==> config.mk <==
export PLATFORM = sky130hd
export DESIGN_NAME = dram_page_ctrl
export DESIGN_NICKNAME = d
export VERILOG_FILES = /design/src/core/dram_page_pkg.sv /design/src/core/dram_page_ctrl.sv /design/src/core/lane_strobe_map.sv /design/src/core/state_tick.sv
export SDC_FILE = /design/constraint.sdc
export NUM_CORES = 1
export LEC_CHECK = 0
export BUFFER_PORTS_ARGS = -buffer_cell sky130_fd_sc_hd__clkbuf_2
export CAP_MARGIN = 25
export CORE_MARGIN = 3
export CORE_UTILIZATION = 48
export CTS_CLUSTER_DIAMETER = 60
export CTS_CLUSTER_SIZE = 8
export DETAILED_ROUTE_END_ITERATION = 10
export HOLD_SLACK_MARGIN = 0.05
export PLACE_DENSITY = 0.71
export SLEW_MARGIN = 15
export SYNTH_ARGS = -nofsm -noshare
export SYNTH_HDL_FRONTEND = slang
export SYNTH_SLANG_ARGS = --single-unit
==> constraint.sdc <==
create_clock -name clk -period 1.9 [get_ports clk]
set_input_delay 0.38 -clock clk [delete_from_list [all_inputs] [get_ports clk]]
set_output_delay 0.38 -clock clk [all_outputs]
set_load 0.01 [all_outputs]
==> src/core/dram_page_pkg.sv <==
package dram_page_pkg;
    // Width of the row part of a DRAM address compared for page hits.
    localparam int unsigned ROW_W = 14;
    // One bus state spans this many clocks, so strobe duty can be set within a state.
    localparam int unsigned STATE_TICKS = 20;
    localparam int unsigned TICK_W = 5;
    localparam logic [TICK_W-1:0] TICK_LAST = TICK_W'(STATE_TICKS - 1);
    // Column strobe high time in short pitch, in percent of the column state.
    localparam int unsigned DUTY_NORMAL_PCT = 50;
    localparam int unsigned DUTY_SHORT_PCT = 35;
    localparam logic [TICK_W-1:0] HIGH_TICKS_NORMAL = TICK_W'(STATE_TICKS * DUTY_NORMAL_PCT / 100);
    localparam logic [TICK_W-1:0] HIGH_TICKS_SHORT = TICK_W'(STATE_TICKS * DUTY_SHORT_PCT / 100);
    localparam logic [ROW_W-1:0] ROW_RESET = '0;

    typedef enum logic [6:0] {
        st_idle = 7'h01,
        st_row = 7'h02,
        st_col = 7'h04,
        st_col2 = 7'h08,
        st_silent = 7'h10,
        st_hold = 7'h20,
        st_pre = 7'h40
    } state_t;
endpackage : dram_page_pkg

==> src/core/dram_page_ctrl.sv <==
`timescale 1ns/1ps
module dram_page_ctrl
    import dram_page_pkg::*;
(
    input wire logic clk, // System clock, 40 MHz.
    input wire logic nrst, // Asynchronous reset, active low.
    input wire logic page_burst_enable, // Burst on row hit.
    input wire logic strobe_style_select, // 0 dual column strobe, 1 dual write strobe.
    input wire logic column_strobe_duty_select, // 0 high 50%, 1 high 35%.
    input wire logic area1_read_pitch, // Full access read pitch, 1 long.
    input wire logic area1_write_pitch, // Full access write pitch, 1 long.
    input wire logic area1_dram_read_pitch, // Burst read pitch, 1 long.
    input wire logic area1_dram_write_pitch, // Burst write pitch, 1 long.
    input wire logic row_strobe_hold_select, // 1 hold row strobe low between accesses when page burst is enabled.
    input wire logic req_valid, // DRAM access request pending.
    input wire logic req_write, // Request is a write.
    input wire logic req_wide, // Request targets 16-bit space.
    input wire logic req_upper, // Upper byte lane requested.
    input wire logic req_lower, // Lower byte lane requested.
    input wire logic [ROW_W-1:0] req_row, // Row part of the request address.
    input wire logic refresh_req, // DRAM refresh wants the row strobe high.
    input wire logic wait_n, // Wait pin, active low, asynchronous.
    output logic req_taken, // One-cycle pulse: request captured.
    output logic refresh_ready, // Row strobe is high and the machine idle while refresh is requested.
    output logic column_phase, // Address mux shows the column address.
    output logic row_strobe_n, // Row strobe, active low.
    output logic column_strobe_upper_n, // Upper column strobe, active low.
    output logic column_strobe_lower_n, // Lower column strobe, active low.
    output logic write_strobe_upper_n, // Upper write strobe, active low.
    output logic write_strobe_lower_n // Lower write strobe, active low.
);
    logic [TICK_W-1:0] tick;
    logic tick_last;
    logic cas_hi_en;
    logic cas_lo_en;
    logic wr_hi_en;
    logic wr_lo_en;
    logic wait_meta_q;
    logic wait_s_q;
    state_t state_q, state_d;
    logic [ROW_W-1:0] row_q, row_d;
    logic row_valid_q, row_valid_d;
    logic write_q, write_d;
    logic wide_q, wide_d;
    logic upper_q, upper_d;
    logic lower_q, lower_d;
    logic long_q, long_d;
    logic taken_q, taken_d;
    logic ras_n_q, ras_n_d;
    logic col_phase_q, col_phase_d;
    logic cas_hi_n_q, cas_hi_n_d;
    logic cas_lo_n_q, cas_lo_n_d;
    logic wr_hi_n_q, wr_hi_n_d;
    logic wr_lo_n_q, wr_lo_n_d;
    logic ready_q, ready_d;
    logic hit;
    logic burst_long;
    logic full_long;
    logic col_end;
    logic cas_act;
    logic [TICK_W-1:0] high_ticks;

    state_tick u_tick (
        .clk(clk),
        .nrst(nrst),
        .tick(tick),
        .tick_last(tick_last)
    );

    lane_strobe_map u_lanes (
        .wide(wide_q),
        .style(strobe_style_select),
        .upper(upper_q),
        .lower(lower_q),
        .write(write_q),
        .cas_hi_en(cas_hi_en),
        .cas_lo_en(cas_lo_en),
        .wr_hi_en(wr_hi_en),
        .wr_lo_en(wr_lo_en)
    );

    // The wait pin is asynchronous; only the second stage is read.
    always_ff @(posedge clk or negedge nrst) begin
        if (!nrst) begin
            wait_meta_q <= 1'b1;
            wait_s_q <= 1'b1;
        end else begin
            wait_meta_q <= wait_n;
            wait_s_q <= wait_meta_q;
        end
    end

    // Row hit against the open page.
    assign hit = page_burst_enable && row_valid_q && (req_row == row_q);
    // Separate read and write pitch bits.
    assign burst_long = req_write ? area1_dram_write_pitch : area1_dram_read_pitch;
    assign full_long = req_write ? area1_write_pitch : area1_read_pitch;
    // Second column state ends only on a high wait sample.
    assign col_end = (state_q == st_col && !long_q) || (state_q == st_col2 && wait_s_q);

    always_comb begin
        state_d = state_q;
        row_d = row_q;
        row_valid_d = row_valid_q;
        write_d = write_q;
        wide_d = wide_q;
        upper_d = upper_q;
        lower_d = lower_q;
        long_d = long_q;
        taken_d = 1'b0;
        if (tick_last) begin
            unique case (state_q)
                st_idle, st_pre: begin
                    row_valid_d = 1'b0;
                    if (req_valid && !refresh_req) begin
                        // Full access starts with the row state.
                        state_d = st_row;
                        row_d = req_row;
                        row_valid_d = 1'b1;
                        long_d = full_long;
                        taken_d = 1'b1;
                    end else begin
                        state_d = st_idle;
                    end
                end
                st_row, st_silent: begin
                    state_d = st_col;
                end
                st_col, st_col2, st_hold: begin
                    if (state_q == st_col && long_q) begin
                        // Long pitch column takes two states.
                        state_d = st_col2;
                    end else if (state_q == st_col2 && !col_end) begin
                        // Wait low repeats the second column state.
                        state_d = st_col2;
                    end else if (refresh_req) begin
                        // Refresh forces the row strobe high.
                        state_d = st_pre;
                    end else if (req_valid && hit) begin
                        long_d = burst_long;
                        taken_d = 1'b1;
                        // Short pitch write gets one silent state.
                        state_d = (req_write && !burst_long) ? st_silent : st_col;
                    end else if (req_valid) begin
                        // Row miss closes the page first.
                        state_d = st_pre;
                    end else if (row_strobe_hold_select && page_burst_enable) begin
                        // Page stays open while other space runs.
                        state_d = st_hold;
                    end else begin
                        // Pause in release mode closes the page.
                        state_d = st_pre;
                    end
                    if (taken_d) begin
                        write_d = req_write;
                        wide_d = req_wide;
                        upper_d = req_upper;
                        lower_d = req_lower;
                    end
                end
                default: begin
                    state_d = st_idle;
                end
            endcase
            if (taken_d && state_d == st_row) begin
                write_d = req_write;
                wide_d = req_wide;
                upper_d = req_upper;
                lower_d = req_lower;
            end
        end
    end

    always_ff @(posedge clk or negedge nrst) begin
        if (!nrst) begin
            state_q <= st_idle;
            row_q <= ROW_RESET;
            row_valid_q <= 1'b0;
            write_q <= 1'b0;
            wide_q <= 1'b0;
            upper_q <= 1'b0;
            lower_q <= 1'b0;
            long_q <= 1'b0;
            taken_q <= 1'b0;
        end else begin
            state_q <= state_d;
            row_q <= row_d;
            row_valid_q <= row_valid_d;
            write_q <= write_d;
            wide_q <= wide_d;
            upper_q <= upper_d;
            lower_q <= lower_d;
            long_q <= long_d;
            taken_q <= taken_d;
        end
    end

    // Column strobe stays high for the selected share of the state.
    assign high_ticks = column_strobe_duty_select ? HIGH_TICKS_SHORT : HIGH_TICKS_NORMAL;
    // Short pitch column strobe falls inside its single state.
    assign cas_act = (state_q == st_col && !long_q && tick >= high_ticks) || state_q == st_col2;

    always_comb begin
        ras_n_d = (state_q == st_idle) || (state_q == st_pre);
        col_phase_d = (state_q == st_col) || (state_q == st_col2) || (state_q == st_silent);
        cas_hi_n_d = !(cas_act && cas_hi_en);
        cas_lo_n_d = !(cas_act && cas_lo_en);
        wr_hi_n_d = !((state_q == st_col || state_q == st_col2) && wr_hi_en);
        wr_lo_n_d = !((state_q == st_col || state_q == st_col2) && wr_lo_en);
        ready_d = (state_q == st_idle) && refresh_req;
    end

    always_ff @(posedge clk or negedge nrst) begin
        if (!nrst) begin
            ras_n_q <= 1'b1;
            col_phase_q <= 1'b0;
            cas_hi_n_q <= 1'b1;
            cas_lo_n_q <= 1'b1;
            wr_hi_n_q <= 1'b1;
            wr_lo_n_q <= 1'b1;
            ready_q <= 1'b0;
        end else begin
            ras_n_q <= ras_n_d;
            col_phase_q <= col_phase_d;
            cas_hi_n_q <= cas_hi_n_d;
            cas_lo_n_q <= cas_lo_n_d;
            wr_hi_n_q <= wr_hi_n_d;
            wr_lo_n_q <= wr_lo_n_d;
            ready_q <= ready_d;
        end
    end

    assign req_taken = taken_q;
    assign refresh_ready = ready_q;
    assign column_phase = col_phase_q;
    assign row_strobe_n = ras_n_q;
    assign column_strobe_upper_n = cas_hi_n_q;
    assign column_strobe_lower_n = cas_lo_n_q;
    assign write_strobe_upper_n = wr_hi_n_q;
    assign write_strobe_lower_n = wr_lo_n_q;
endmodule : dram_page_ctrl

==> src/core/lane_strobe_map.sv <==
`timescale 1ns/1ps
module lane_strobe_map (
    input wire logic wide, // Access is to 16-bit DRAM space.
    input wire logic style, // Strobe style select: 0 dual column, 1 dual write.
    input wire logic upper, // Upper byte lane is accessed.
    input wire logic lower, // Lower byte lane is accessed.
    input wire logic write, // Access is a write.
    output logic cas_hi_en, // Upper column strobe takes part.
    output logic cas_lo_en, // Lower column strobe takes part.
    output logic wr_hi_en, // Upper write strobe takes part.
    output logic wr_lo_en // Lower write strobe takes part.
);
    always_comb begin
        cas_hi_en = 1'b0;
        cas_lo_en = 1'b1;
        wr_hi_en = 1'b0;
        wr_lo_en = write;
        if (wide && !style) begin
            cas_hi_en = upper;
            cas_lo_en = lower;
        end else if (wide) begin
            wr_hi_en = write && upper;
            wr_lo_en = write && lower;
        end
        // Byte space uses lower strobes only, as set by the defaults above.
    end
endmodule : lane_strobe_map

==> src/core/state_tick.sv <==
`timescale 1ns/1ps
module state_tick
    import dram_page_pkg::*;
(
    input wire logic clk, // System clock.
    input wire logic nrst, // Asynchronous reset, active low.
    output logic [TICK_W-1:0] tick, // Clock position inside the bus state.
    output logic tick_last // High on the last clock of a bus state.
);
    logic [TICK_W-1:0] tick_q;
    logic [TICK_W-1:0] tick_d;

    always_comb begin
        tick_d = (tick_q == TICK_LAST) ? '0 : tick_q + TICK_W'(1);
    end

    always_ff @(posedge clk or negedge nrst) begin
        if (!nrst) begin
            tick_q <= '0;
        end else begin
            tick_q <= tick_d;
        end
    end

    assign tick = tick_q;
    assign tick_last = (tick_q == TICK_LAST);
endmodule : state_tick

==> qor.yml, run 1 <==
clock_network:
  cts_htree_levels: 2
  hold_buffers: 0
  cts-buffers-inserted: 5
  clock-sinks: 42
  cts_tree: "built"
  root_buffer: "clkbuf_8"
  clk_latency_ns: 0.30
  clkSlewWorstSetupHoldPaths_ns: 0.08
  max-clock-path-buffers: 2
drt:
  via_count: 1503
  antenna_left: 0
  vias_per_cell: 5.31
  drt_iter0_drc: 66
  drt_pre_antenna_iters: 4
  wl_per_cell_um: 14.7
  drc: 0
  wirelength_um: 4170
layout:
  final_cell_area_um2: 2670
  antenna_cells: 0
  final_nets: 267
  final_common_cell: "clkbuf_2"
  area_delta_synth_final_pct: 27.1
  layout_common_cells: "clkbuf_2, dfrtp_1, buf_4"
  layout-drive-gt1-share_pct: 45.9
  largest_reg_flops: 14
  largest-register: "row_q"
critical_path:
  path_cells: "or4_4 -> nor3_4 -> nand3_4 -> a21boi_4 -> mux2_4"
  crit_start: "state_q[4]$_DFFE_PN0N_"
  crit_family: "simple AND/OR/NAND/NOR gates"
  path_max_fanout: 6
  worstSetupPathType: "reg2reg"
  required_ns: 2.08
  crit_path_end_kind: "register"
  crit_slowest_cell: "or4_4"
  crit_path_start_kind: "register"
  crit_cells: 5
  worstRegToRegCells: 5
  arrival_ns: 2.09
  path_buf_inv: 0
  critPathMaxStageDelay_ns: 0.57
  r2r-start: "state_q[4]$_DFFE_PN0N_"
sta:
  rsz0062_at_grt: "yes"
  slew_headroom_pct: 65.7
  skew_ns: 0.0125
  worst_pin_slew_ns: 0.514
  final_hold_viol_count: 0
  setup_violations: 5
  finalSetupTns_ns: -0.0624
  fin_crit_sh_pct: 101
  timing.fmax_ghz: 0.521
  maxSlewViolCount: 0
  fin_ws_ns: -0.0181
  fin_crit_ns: 1.92
pwr:
  switching_share_pct: 20.5
  power_frac_seq_pct: 47.6
  internal_power_mw: 1.57
  cellPowerDensity_nw_per_um2: 740
  combinationalPowerShare_pct: 8.2
  p_leak_nw: 1.31
  clkPwrFrac_pct: 44.2
  power.switching_mw: 0.404
  fin_total_pwr_mw: 1.97
  irDropWorstVdd_mv: 0.770
logic_synthesis:
  synth_cells: 169
  ys_ff_latch: 42
  synth_enable_flop_cells: 0
  ys_types: 46
  syn_area_um2: 2100
  synthFlopType: "dfrtp_1"
  seq_area_frac_synth_pct: 50.6
  synth_warnings: 0
  avgSynthCellArea_um2: 12.4
  async_flop_share_pct: 100
  synth_nets: 204
die:
  start_util_pct: 51.0
  fp.dieH_um: 72.1
  io_pins: 39
  dieArea_um2: 5200
  rows: 23
  die_w_um: 72.1
  coreArea_um2: 4120
placed_design:
  io_buffers: 38
  globalplace.congestion: 0.852
  dpl_cell_area_um2: 2470
  dp_hpwl_um: 3050
global_route:
  grt_overflow_total: 0
  grt_pass1_vias: 1515
  grt_max_degree: 43
  antenna_found_initial: 0
  grt_pass1_wl_um: 7110
  grt_util_all_layers_pct: 18.0
run_status:
  violations: "setup timing"
  status: "finished with violations"
min_path:
  hold_path_class: "in2async"
run:
  cap_violations: 0
==> Yosys cell counts, types with 2 or more instances <==
cell      count  area (um2)
a21oi_1       3        15.0
a22o_1        2        17.5
dfrtp_1      34         851
dfstp_2       8         210
ha_1          4        50.1
inv_1         6        22.5
mux2_2        6        67.6
mux2_4       13         195
nand2_1      13        48.8
nand2b_1      2        12.5
nand3_1       3        15.0
nand4_1       5        31.3
nor2_1        8        30.0
nor2b_1       4        25.0
nor3_1        3        15.0
nor4_1        3        18.8
nor4bb_1      2        20.0
o21ai_0       5        25.0
xnor2_1      18         158
==> layout make-up <==
type	instances	area (um2)
clock buffer	6	82.6
clock inverter	2	60.1
fill	325	1450
inverter	6	22.5
multi-input combinational	118	1020
sequential	42	1060
tap	50	62.6
timing repair buffer	59	360
==> path summary, 6_finish.rpt <==
check,end,slack [ns]
max in group asynchronous,state_q[0]$_DFFE_PN1N_,1.39
max reg2reg,write_q$_DFFE_PN0P_,-0.02
min in group clk,wait_meta_q$_DFF_PN1_,0.15
min reg2reg,wait_s_q$_DFF_PN1_,0.36
max,write_q$_DFFE_PN0P_,-0.02
min,u_tick.tick[3]$_DFF_PN0_,0.13
==> per-layer routing <==
layer	track usage [%]	share of wire, %	vias up
met5	0	0	-
met4	6.05	0.46	0
met3	5.40	3.7	4
met2	30.6	52	34
met1	21.7	43	736
li1	-	-	729
==> timing repair <==
action,4_1_cts,5_1_grt
endpoints found under the hold margin,0,0
pin swaps,2,1
setup endpoints to repair,5,14
gates resized for setup,4,1
setup buffers,2,2
==> metrics by stage <==
stage	utilization [%]	instances	setup WS (ns)	hold slack [ns]
after floorplan	-	169	-0.0726	0.0844
after detailed placement	60.0	271	-0.0524	0.347
after global placement	60.0	271	-0.00389	0.347
after global routing	64.8	283	-0.0629	0.142
after CTS	64.3	281	-0.00326	0.139
final	64.8	283	-0.0181	0.126
==> worst reg2reg max path: cells and delay by family (launching register included) <==
| kind | cells | cell delay, ns |
|---|---|---|
| compound gates | 1 | 0.20 |
| simple gates | 3 | 0.86 |
| mux | 1 | 0.32 |
| flops | 1 | 0.42 |
==> kinds of logic (layout without fill, tap and decap cells) <==
| kind of cell | after synthesis | count (layout) | share of synthesized area, % |
|---|---|---|---|
| XOR/XNOR | 19 | 19 | 7.93 |
| flip-flops | 42 | 42 | 50.6 |
| adder cells (fa/ha/maj) | 4 | 4 | 2.39 |
| multiplexers | 21 | 21 | 14.1 |
| AO/OA/AOI/OAI | 19 | 19 | 7.04 |
| buffers and inverters | 9 | 73 | 2.03 |
| AND/OR/NAND/NOR | 55 | 55 | 16.0 |
==> power groups by stage <==
stage                     logic, mW  clock network (mW)  registers, mW
after detailed placement      0.159                   0          0.955
after global routing          0.181               0.933          0.942
after global placement        0.152                   0          0.954
after CTS                     0.162               0.895          0.939
after floorplan              0.0757                   0          0.953
final                         0.161               0.873          0.940
Note: power is estimated with default switching activity, not from simulation.
==> inputs of run 2 (changes only) <==
ABC_AREA = 1   (was default)
PLACE_DENSITY = 0.7   (was 0.71)
==> run 2 against run 1 <==
Against the previous run:
- final cell count up 52%
- first-iteration DRC count up 83%
- power down 13%
- routed wire length up 14%
- synthesized cell count up 88%
- synthesized area up 14%
- sequential cell count unchanged
- critical path type unchanged
- the run now ends clean
==> qor.yml, run 2 <==
placed_design:
  pre_cts_ws_ns: 0.181  # +0.233 ns
  dp_hpwl_um: 3690  # +21%
  io_buffers: 38  # unchanged
  dp.cells: 423  # +56%
  globalplace.congestion: 0.888  # +4.3%
drt:
  via_count: 2030  # +35%
  drt_pre_antenna_iters: 4  # unchanged
  wl_per_cell_um: 11.0  # -25%
  drc: 0  # unchanged
  drt_iter0_drc: 121  # +83%
  wirelength_um: 4750  # +14%
  vias_per_cell: 4.71  # -11%
  antenna_left: 0  # unchanged
logic_synthesis:
  syn_area_um2: 2390  # +14%
  synthFlopType: "dfrtp_1"
  ys_types: 30  # -35%
  ys_top_cells_by_count: "nand2_1, inv_1, dfrtp_1, nor2_1, nand3_1"
  yosysMostFrequentCell: "nand2_1"
  synth_cells: 317  # +88%
  yosysTopAreaCell: "dfrtp_1"
  ys_ff_latch: 42  # unchanged
  synth.area.top_cells: "dfrtp_1, nand2_1, dfstp_2"
  yosysTopAreaCellShare_pct: 35.6  # -4.9 points
  synth_enable_flop_cells: 0  # unchanged
  synth_nets: 352  # +73%
  synth_warnings: 0  # unchanged
  seq_area_frac_synth_pct: 44.4  # -6.2 points
  async_flop_share_pct: 100  # unchanged
  avgSynthCellArea_um2: 7.54  # -39%
clock_network:
  cts_setup_buffers: 0  # -2
  clock-sinks: 42  # unchanged
  clkSlewWorstSetupHoldPaths_ns: 0.08  # about the same
  cts_tree: "built"
  cts-buffers-inserted: 5  # unchanged
  root_buffer: "clkbuf_8"
  hold_buffers: 0  # unchanged
  cts_htree_levels: 2  # unchanged
  clk_latency_ns: 0.30  # about the same
  max-clock-path-buffers: 2  # unchanged
global_route:
  use_met2_pct: 30.9  # +0.29 points
  groute.layer.met3.usage_pct: 4.61  # -0.79 points
  grt_max_degree: 29  # -33%
  grtUsageMet1_pct: 22.9  # +1.2 points
  antenna_found_initial: 0  # unchanged
  grt_pass1_vias: 2097  # +38%
  grt_util_all_layers_pct: 18.3  # +0.31 points
  grt_overflow_total: 0  # unchanged
  top_usage_layer: "met2"
  grt_pass1_wl_um: 8800  # +24%
die:
  dieArea_um2: 5860  # +13%
  rows: 25  # +8.7%
  fp.dieH_um: 76.6  # +6.2%
  io_pins: 39  # unchanged
  die_w_um: 76.6  # +6.2%
  coreArea_um2: 4750  # +16%
  start_util_pct: 50.3  # -0.72 points
run:
  cap_violations: 0  # unchanged
critical_path:
  worstSetupPathType: "reg2reg"
  crit_path_end_kind: "register"
  path_max_fanout: 28  # +22
  required_ns: 2.08  # about the same
  arrival_ns: 1.91  # -0.18 ns
  crit_path_start_kind: "register"
sta:
  fin_ws_ns: 0.174  # +0.192 ns
  worst_pin_slew_ns: 0.547  # +0.0331 ns
  fin_crit_sh_pct: 90.9  # -10 points
  final_hold_viol_count: 0  # unchanged
  fin_crit_ns: 1.73  # -0.192 ns
  setup_violations: 0  # -5
  rsz0062_at_grt: "no"
  timing.fmax_ghz: 0.579  # +11%
  finalSetupTns_ns: 0  # +0.0624 ns
  skew_ns: 0.00872  # -0.00374 ns
  maxSlewViolCount: 0  # unchanged
  slew_headroom_pct: 63.5  # -2.2 points
layout:
  finalNonFillerCells: 431  # +52%
  largest-register: "row_q"
  nFillCells: 455  # +40%
  final_common_cell: "nand2_1"
  final_nets: 398  # +49%
  post-route-util_pct: 58.3  # -6.4 points
  largest_reg_flops: 14  # unchanged
  antenna_cells: 0  # unchanged
  layout-drive-gt1-share_pct: 24.7  # -21 points
  area_delta_synth_final_pct: 16.1
  layout_common_cells: "nand2_1, inv_1, clkbuf_2"
pwr:
  combinationalPowerShare_pct: 10.9  # +2.7 points
  fin_total_pwr_mw: 1.72  # -13%
  power.switching_mw: 0.430  # +6.5%
  internal_power_mw: 1.29  # -18%
  irDropWorstVdd_mv: 0.504  # -35%
  power_frac_seq_pct: 54.5  # +6.9 points
  clkPwrFrac_pct: 34.6  # -9.6 points
  switching_share_pct: 25.0  # +4.5 points
  cellPowerDensity_nw_per_um2: 621  # -16%
  p_leak_nw: 1.52  # +16%
min_path:
  hold_path_class: "in2async"
run_status:
  status: "complete, no violations"
[run 2: cells by family after synthesis]
family / after synthesis / synth area share [%]
AOI/OAI and AO/OA: 26 / 7.59
and+or+nand+nor: 179 / 32.9
DFF: 42 / 44.4
adders and majority gates: 4 / 2.09
muxes: 1 / 0.419
buffers and inverters: 57 / 9.69
xor gates and xnor gates: 8 / 2.93
[run 2: area by class of cell]
class / count / area (um2) / share of cell area, %
Timing Repair Buffer: 42 / 233 / 8.39
Clock inverter: 1 / 5.00 / 0.180
Clock buffer: 7 / 86.3 / 3.11
Sequential cell: 42 / 1060 / 38.2
Multi-Input combinational cell: 218 / 1100 / 39.6
Inverter: 54 / 205 / 7.40
Tap cell: 67 / 83.8 / 3.02
[run 2: repair_timing]
item / 4_1_cts / 5_1_grt
resized for setup: 0 / 1
setup endpoints to repair: 0 / 3
hold endpoints to repair: 0 / 0
[run 2: worst paths after layout]
check | start | to | slack, ns | cells after the start
setup / recovery | state_q[0]$_DFFE_PN1N_ | row_q[3]$_DFFE_PN0P_ | 0.17 | 9
hold / removal | nrst | u_tick.tick[3]$_DFF_PN0_ | 0.05 | 1
setup reg to reg | state_q[0]$_DFFE_PN1N_ | row_q[3]$_DFFE_PN0P_ | 0.17 | 9
hold reg to reg | wait_meta_q$_DFF_PN1_ | wait_s_q$_DFF_PN1_ | 0.35 | 0
max in group asynchronous | nrst | wait_meta_q$_DFF_PN1_ | 1.26 | 2
min in group clk | wait_n | wait_meta_q$_DFF_PN1_ | 0.16 | 1
[run 2: through the flow]
stage	area, um2	hold slack [ns]
2_1_floorplan	2390	0.0844
3_3_place_gp	2680	0.345
3_5_place_dp	2680	0.347
4_1_cts	2770	0.0649
5_1_grt	2770	0.0814
6_report	2770	0.0542
[run 2: worst max-delay path, stage by stage (launching register included)]
cell and delay, ns:
dfstp_2 0.57, nand2_1 0.06, nor2_1 0.10, nand2_1 0.10
nand2_2 0.13, inv_2 0.07, nor2_4 0.14, nand2_4 0.24
nand2_1 0.16, o21ai_2 0.06
[run 2: per-layer routing]
layer	vias to the layer above	share of wire, %
met5	-	0
met4	0	1.2
met3	6	4.2
met2	34	46
met1	925	49
li1	1065	-
[run 2: power groups by stage]
stage | sequential, mW | combinational [mW] | clock, mW
after global routing | 0.942 | 0.222 | 0.650
after detailed placement | 0.955 | 0.191 | 0
after floorplan | 0.953 | 0.104 | 0
final | 0.938 | 0.188 | 0.595
after CTS | 0.938 | 0.192 | 0.613
after global placement | 0.954 | 0.186 | 0
==> inputs of run 3 (changes only) <==
PLACE_DENSITY = 0.68   (was 0.7)
clock period = 2.1 ns   (was 1.9 ns; I/O delays follow)
==> run 3 against run 2 <==
Against the previous run:
- power shrank 10%
- clock power shrank 11%
- design area shrank 0.41%
- sequential share of layout area grew 0.16 points
- fmax grew 0.71%
- via count shrank 2.7%
- utilization shrank 0.24 points
- hold slack gained 0.049 ns
- critical path depth grew 1
- critical path type unchanged
==> qor.yml, run 3 (synthesis gave the netlist of run 2 again) <==
drt:
  drt_iter0_drc: 86  # -29%
  wl_per_cell_um: 10.9  # -1.2%
  via_count: 1975  # -2.7%
  met1_length_um: 2170  # -6.6%
  wirelength_um: 4680  # -1.5%
  wl_met2_um: 2250  # +4.0%
  drt_pre_antenna_iters: 4  # unchanged
  vias_per_cell: 4.59  # -2.5%
  dr.max_layer_used: "met4"
  wl_met3_um: 186  # -7.0%
  antenna_left: 0  # unchanged
  drc: 0  # unchanged
critical_path:
  crit_path_start_kind: "register"
  critPathMaxStageDelay_ns: 0.41  # -0.16 ns
  worstSetupPathType: "reg2reg"
  crit_slowest_cell: "dfrtp_1"
  path_buf_inv: 2  # +1
  arrival_ns: 1.90  # about the same
  path_cells: "inv_1 -> nand2_1 -> nor2_1 -> nand2_1 -> nand2_2 -> inv_2 -> nor2_4 -> nand2_4 -> nand2_1 -> o21ai_2"
  crit_cells: 10  # +1
  crit_path_end_kind: "register"
  path_max_fanout: 28  # unchanged
  worstRegToRegCells: 10  # +1
  crit_family: "simple AND/OR/NAND/NOR gates"
  required_ns: 2.29  # +0.21 ns
  cpMostUsedCell: "nand2_1"
layout:
  final_nets: 397  # -0.25%
  area_delta_synth_final_pct: 15.6
  nFillCells: 480  # +5.5%
  finalNonFillerCells: 430  # -0.23%
  largest-register: "row_q"
  final_cell_area_um2: 2760  # -0.41%
  largest_reg_flops: 14  # unchanged
  layout-drive-gt1-share_pct: 24.5  # -0.21 points
  post-route-util_pct: 58.1  # -0.24 points
  layout_common_cells: "nand2_1, inv_1, clkbuf_2"
  antenna_cells: 0  # unchanged
  final_common_cell: "nand2_1"
sta:
  worst_pin_slew_ns: 0.588  # +0.0402 ns
  maxSlewViolCount: 0  # unchanged
  final_hold_viol_count: 0  # unchanged
  finalSetupTns_ns: 0  # unchanged
  setup_violations: 0  # unchanged
  slew_headroom_pct: 60.8  # -2.7 points
  fin_crit_sh_pct: 81.6  # -9.2 points
  skew_ns: 0.00481  # -0.00390 ns
  rsz0062_at_grt: "no"
  fin_crit_ns: 1.71  # -0.0121 ns
  timing.fmax_ghz: 0.583  # +0.71%
placed_design:
  dpl_cell_area_um2: 2670  # -0.28%
  io_buffers: 38  # unchanged
  globalplace.congestion: 0.805  # -9.3%
  dp.cells: 422  # -0.24%
  dp_hpwl_um: 3610  # -2.2%
pwr:
  power_frac_seq_pct: 54.8  # +0.3 points
  switching_share_pct: 26.6  # +1.6 points
  irDropWorstVdd_mv: 0.415  # -18%
  internal_power_mw: 1.14  # -12%
  fin_total_pwr_mw: 1.55  # -10%
  combinationalPowerShare_pct: 10.9  # about the same
  power.switching_mw: 0.413  # -4.1%
  cellPowerDensity_nw_per_um2: 561  # -9.6%
  p_leak_nw: 1.52  # -0.51%
  clkPwrFrac_pct: 34.4  # -0.2 points
die:
  fp.dieH_um: 76.6  # unchanged
  dieArea_um2: 5860  # unchanged
  start_util_pct: 50.3  # unchanged
  die_w_um: 76.6  # unchanged
  rows: 25  # unchanged
  coreArea_um2: 4750  # unchanged
  io_pins: 39  # unchanged
clock_network:
  cts-buffers-inserted: 5  # unchanged
  clkSlewWorstSetupHoldPaths_ns: 0.08  # about the same
  max-clock-path-buffers: 2  # unchanged
  ctsResizeCount: 0  # unchanged
  cts_tree: "built"
  clock-sinks: 42  # unchanged
  cts_htree_levels: 2  # unchanged
  root_buffer: "clkbuf_8"
  clk_latency_ns: 0.30  # about the same
  cts_setup_buffers: 0  # unchanged
  hold_buffers: 0  # unchanged
run_status:
  status: "complete, no violations"
global_route:
  grt_pass1_vias: 1962  # -6.4%
  grt_util_all_layers_pct: 17.6  # -0.69 points
  grt_overflow_total: 0  # unchanged
  antenna_found_initial: 0  # unchanged
  grt_pass1_wl_um: 8360  # -5.0%
  grt_max_degree: 29  # unchanged
min_path:
  hold_path_class: "in2async"
run:
  cap_violations: 0  # unchanged
[run 3: worst paths after layout]
| check | end | slack, ns | from |
|---|---|---|---|
| setup / recovery | row_q[7]$_DFFE_PN0P_ | 0.39 | state_q[3]$_DFFE_PN0N_ |
| hold / removal | u_tick.tick[3]$_DFF_PN0_ | 0.10 | nrst |
| setup reg to reg | row_q[7]$_DFFE_PN0P_ | 0.39 | state_q[3]$_DFFE_PN0N_ |
| max in group asynchronous | wait_s_q$_DFF_PN1_ | 1.40 | nrst |
| hold reg to reg | wait_s_q$_DFF_PN1_ | 0.37 | wait_meta_q$_DFF_PN1_ |
| min in group clk | wait_meta_q$_DFF_PN1_ | 0.19 | wait_n |
[run 3: power groups by stage]
| stage | Combinational (mW) | Clock, mW | Sequential (mW) |
|---|---|---|---|
| 6_report | 0.168 | 0.532 | 0.849 |
| 3_5_place_dp | 0.171 | 0 | 0.865 |
| 2_1_floorplan | 0.0940 | 0 | 0.862 |
| 4_1_cts | 0.172 | 0.554 | 0.849 |
| 3_3_place_gp | 0.167 | 0 | 0.864 |
| 5_1_grt | 0.196 | 0.591 | 0.852 |
[run 3: area by class of cell]
| cell class | count | area (um2) | share of cell area, % |
|---|---|---|---|
| Clock buffer | 5 | 68.8 | 2.49 |
| Clock inverter | 3 | 21.3 | 0.770 |
| Inverter | 54 | 205 | 7.43 |
| Multi-Input combinational cell | 218 | 1100 | 39.7 |
| Sequential cell | 42 | 1060 | 38.4 |
| Tap cell | 67 | 83.8 | 3.03 |
| Timing Repair Buffer | 41 | 225 | 8.15 |
[run 3: metal layers]
layer / global-route usage [%] / vias to the layer above
met3: 4.02 / 7
met4: 6.34 / 0
met1: 22.5 / 890
met5: 0 / -
li1: - / 1052
met2: 29.3 / 26
[run 3: stage by stage]
step | setup slack [ns] | hold slack [ns]
after global placement | 0.406 | 0.353
final | 0.386 | 0.103
after global routing | 0.172 | 0.112
after detailed placement | 0.393 | 0.354
after floorplan | 0.466 | 0.124
after CTS | 0.373 | 0.115
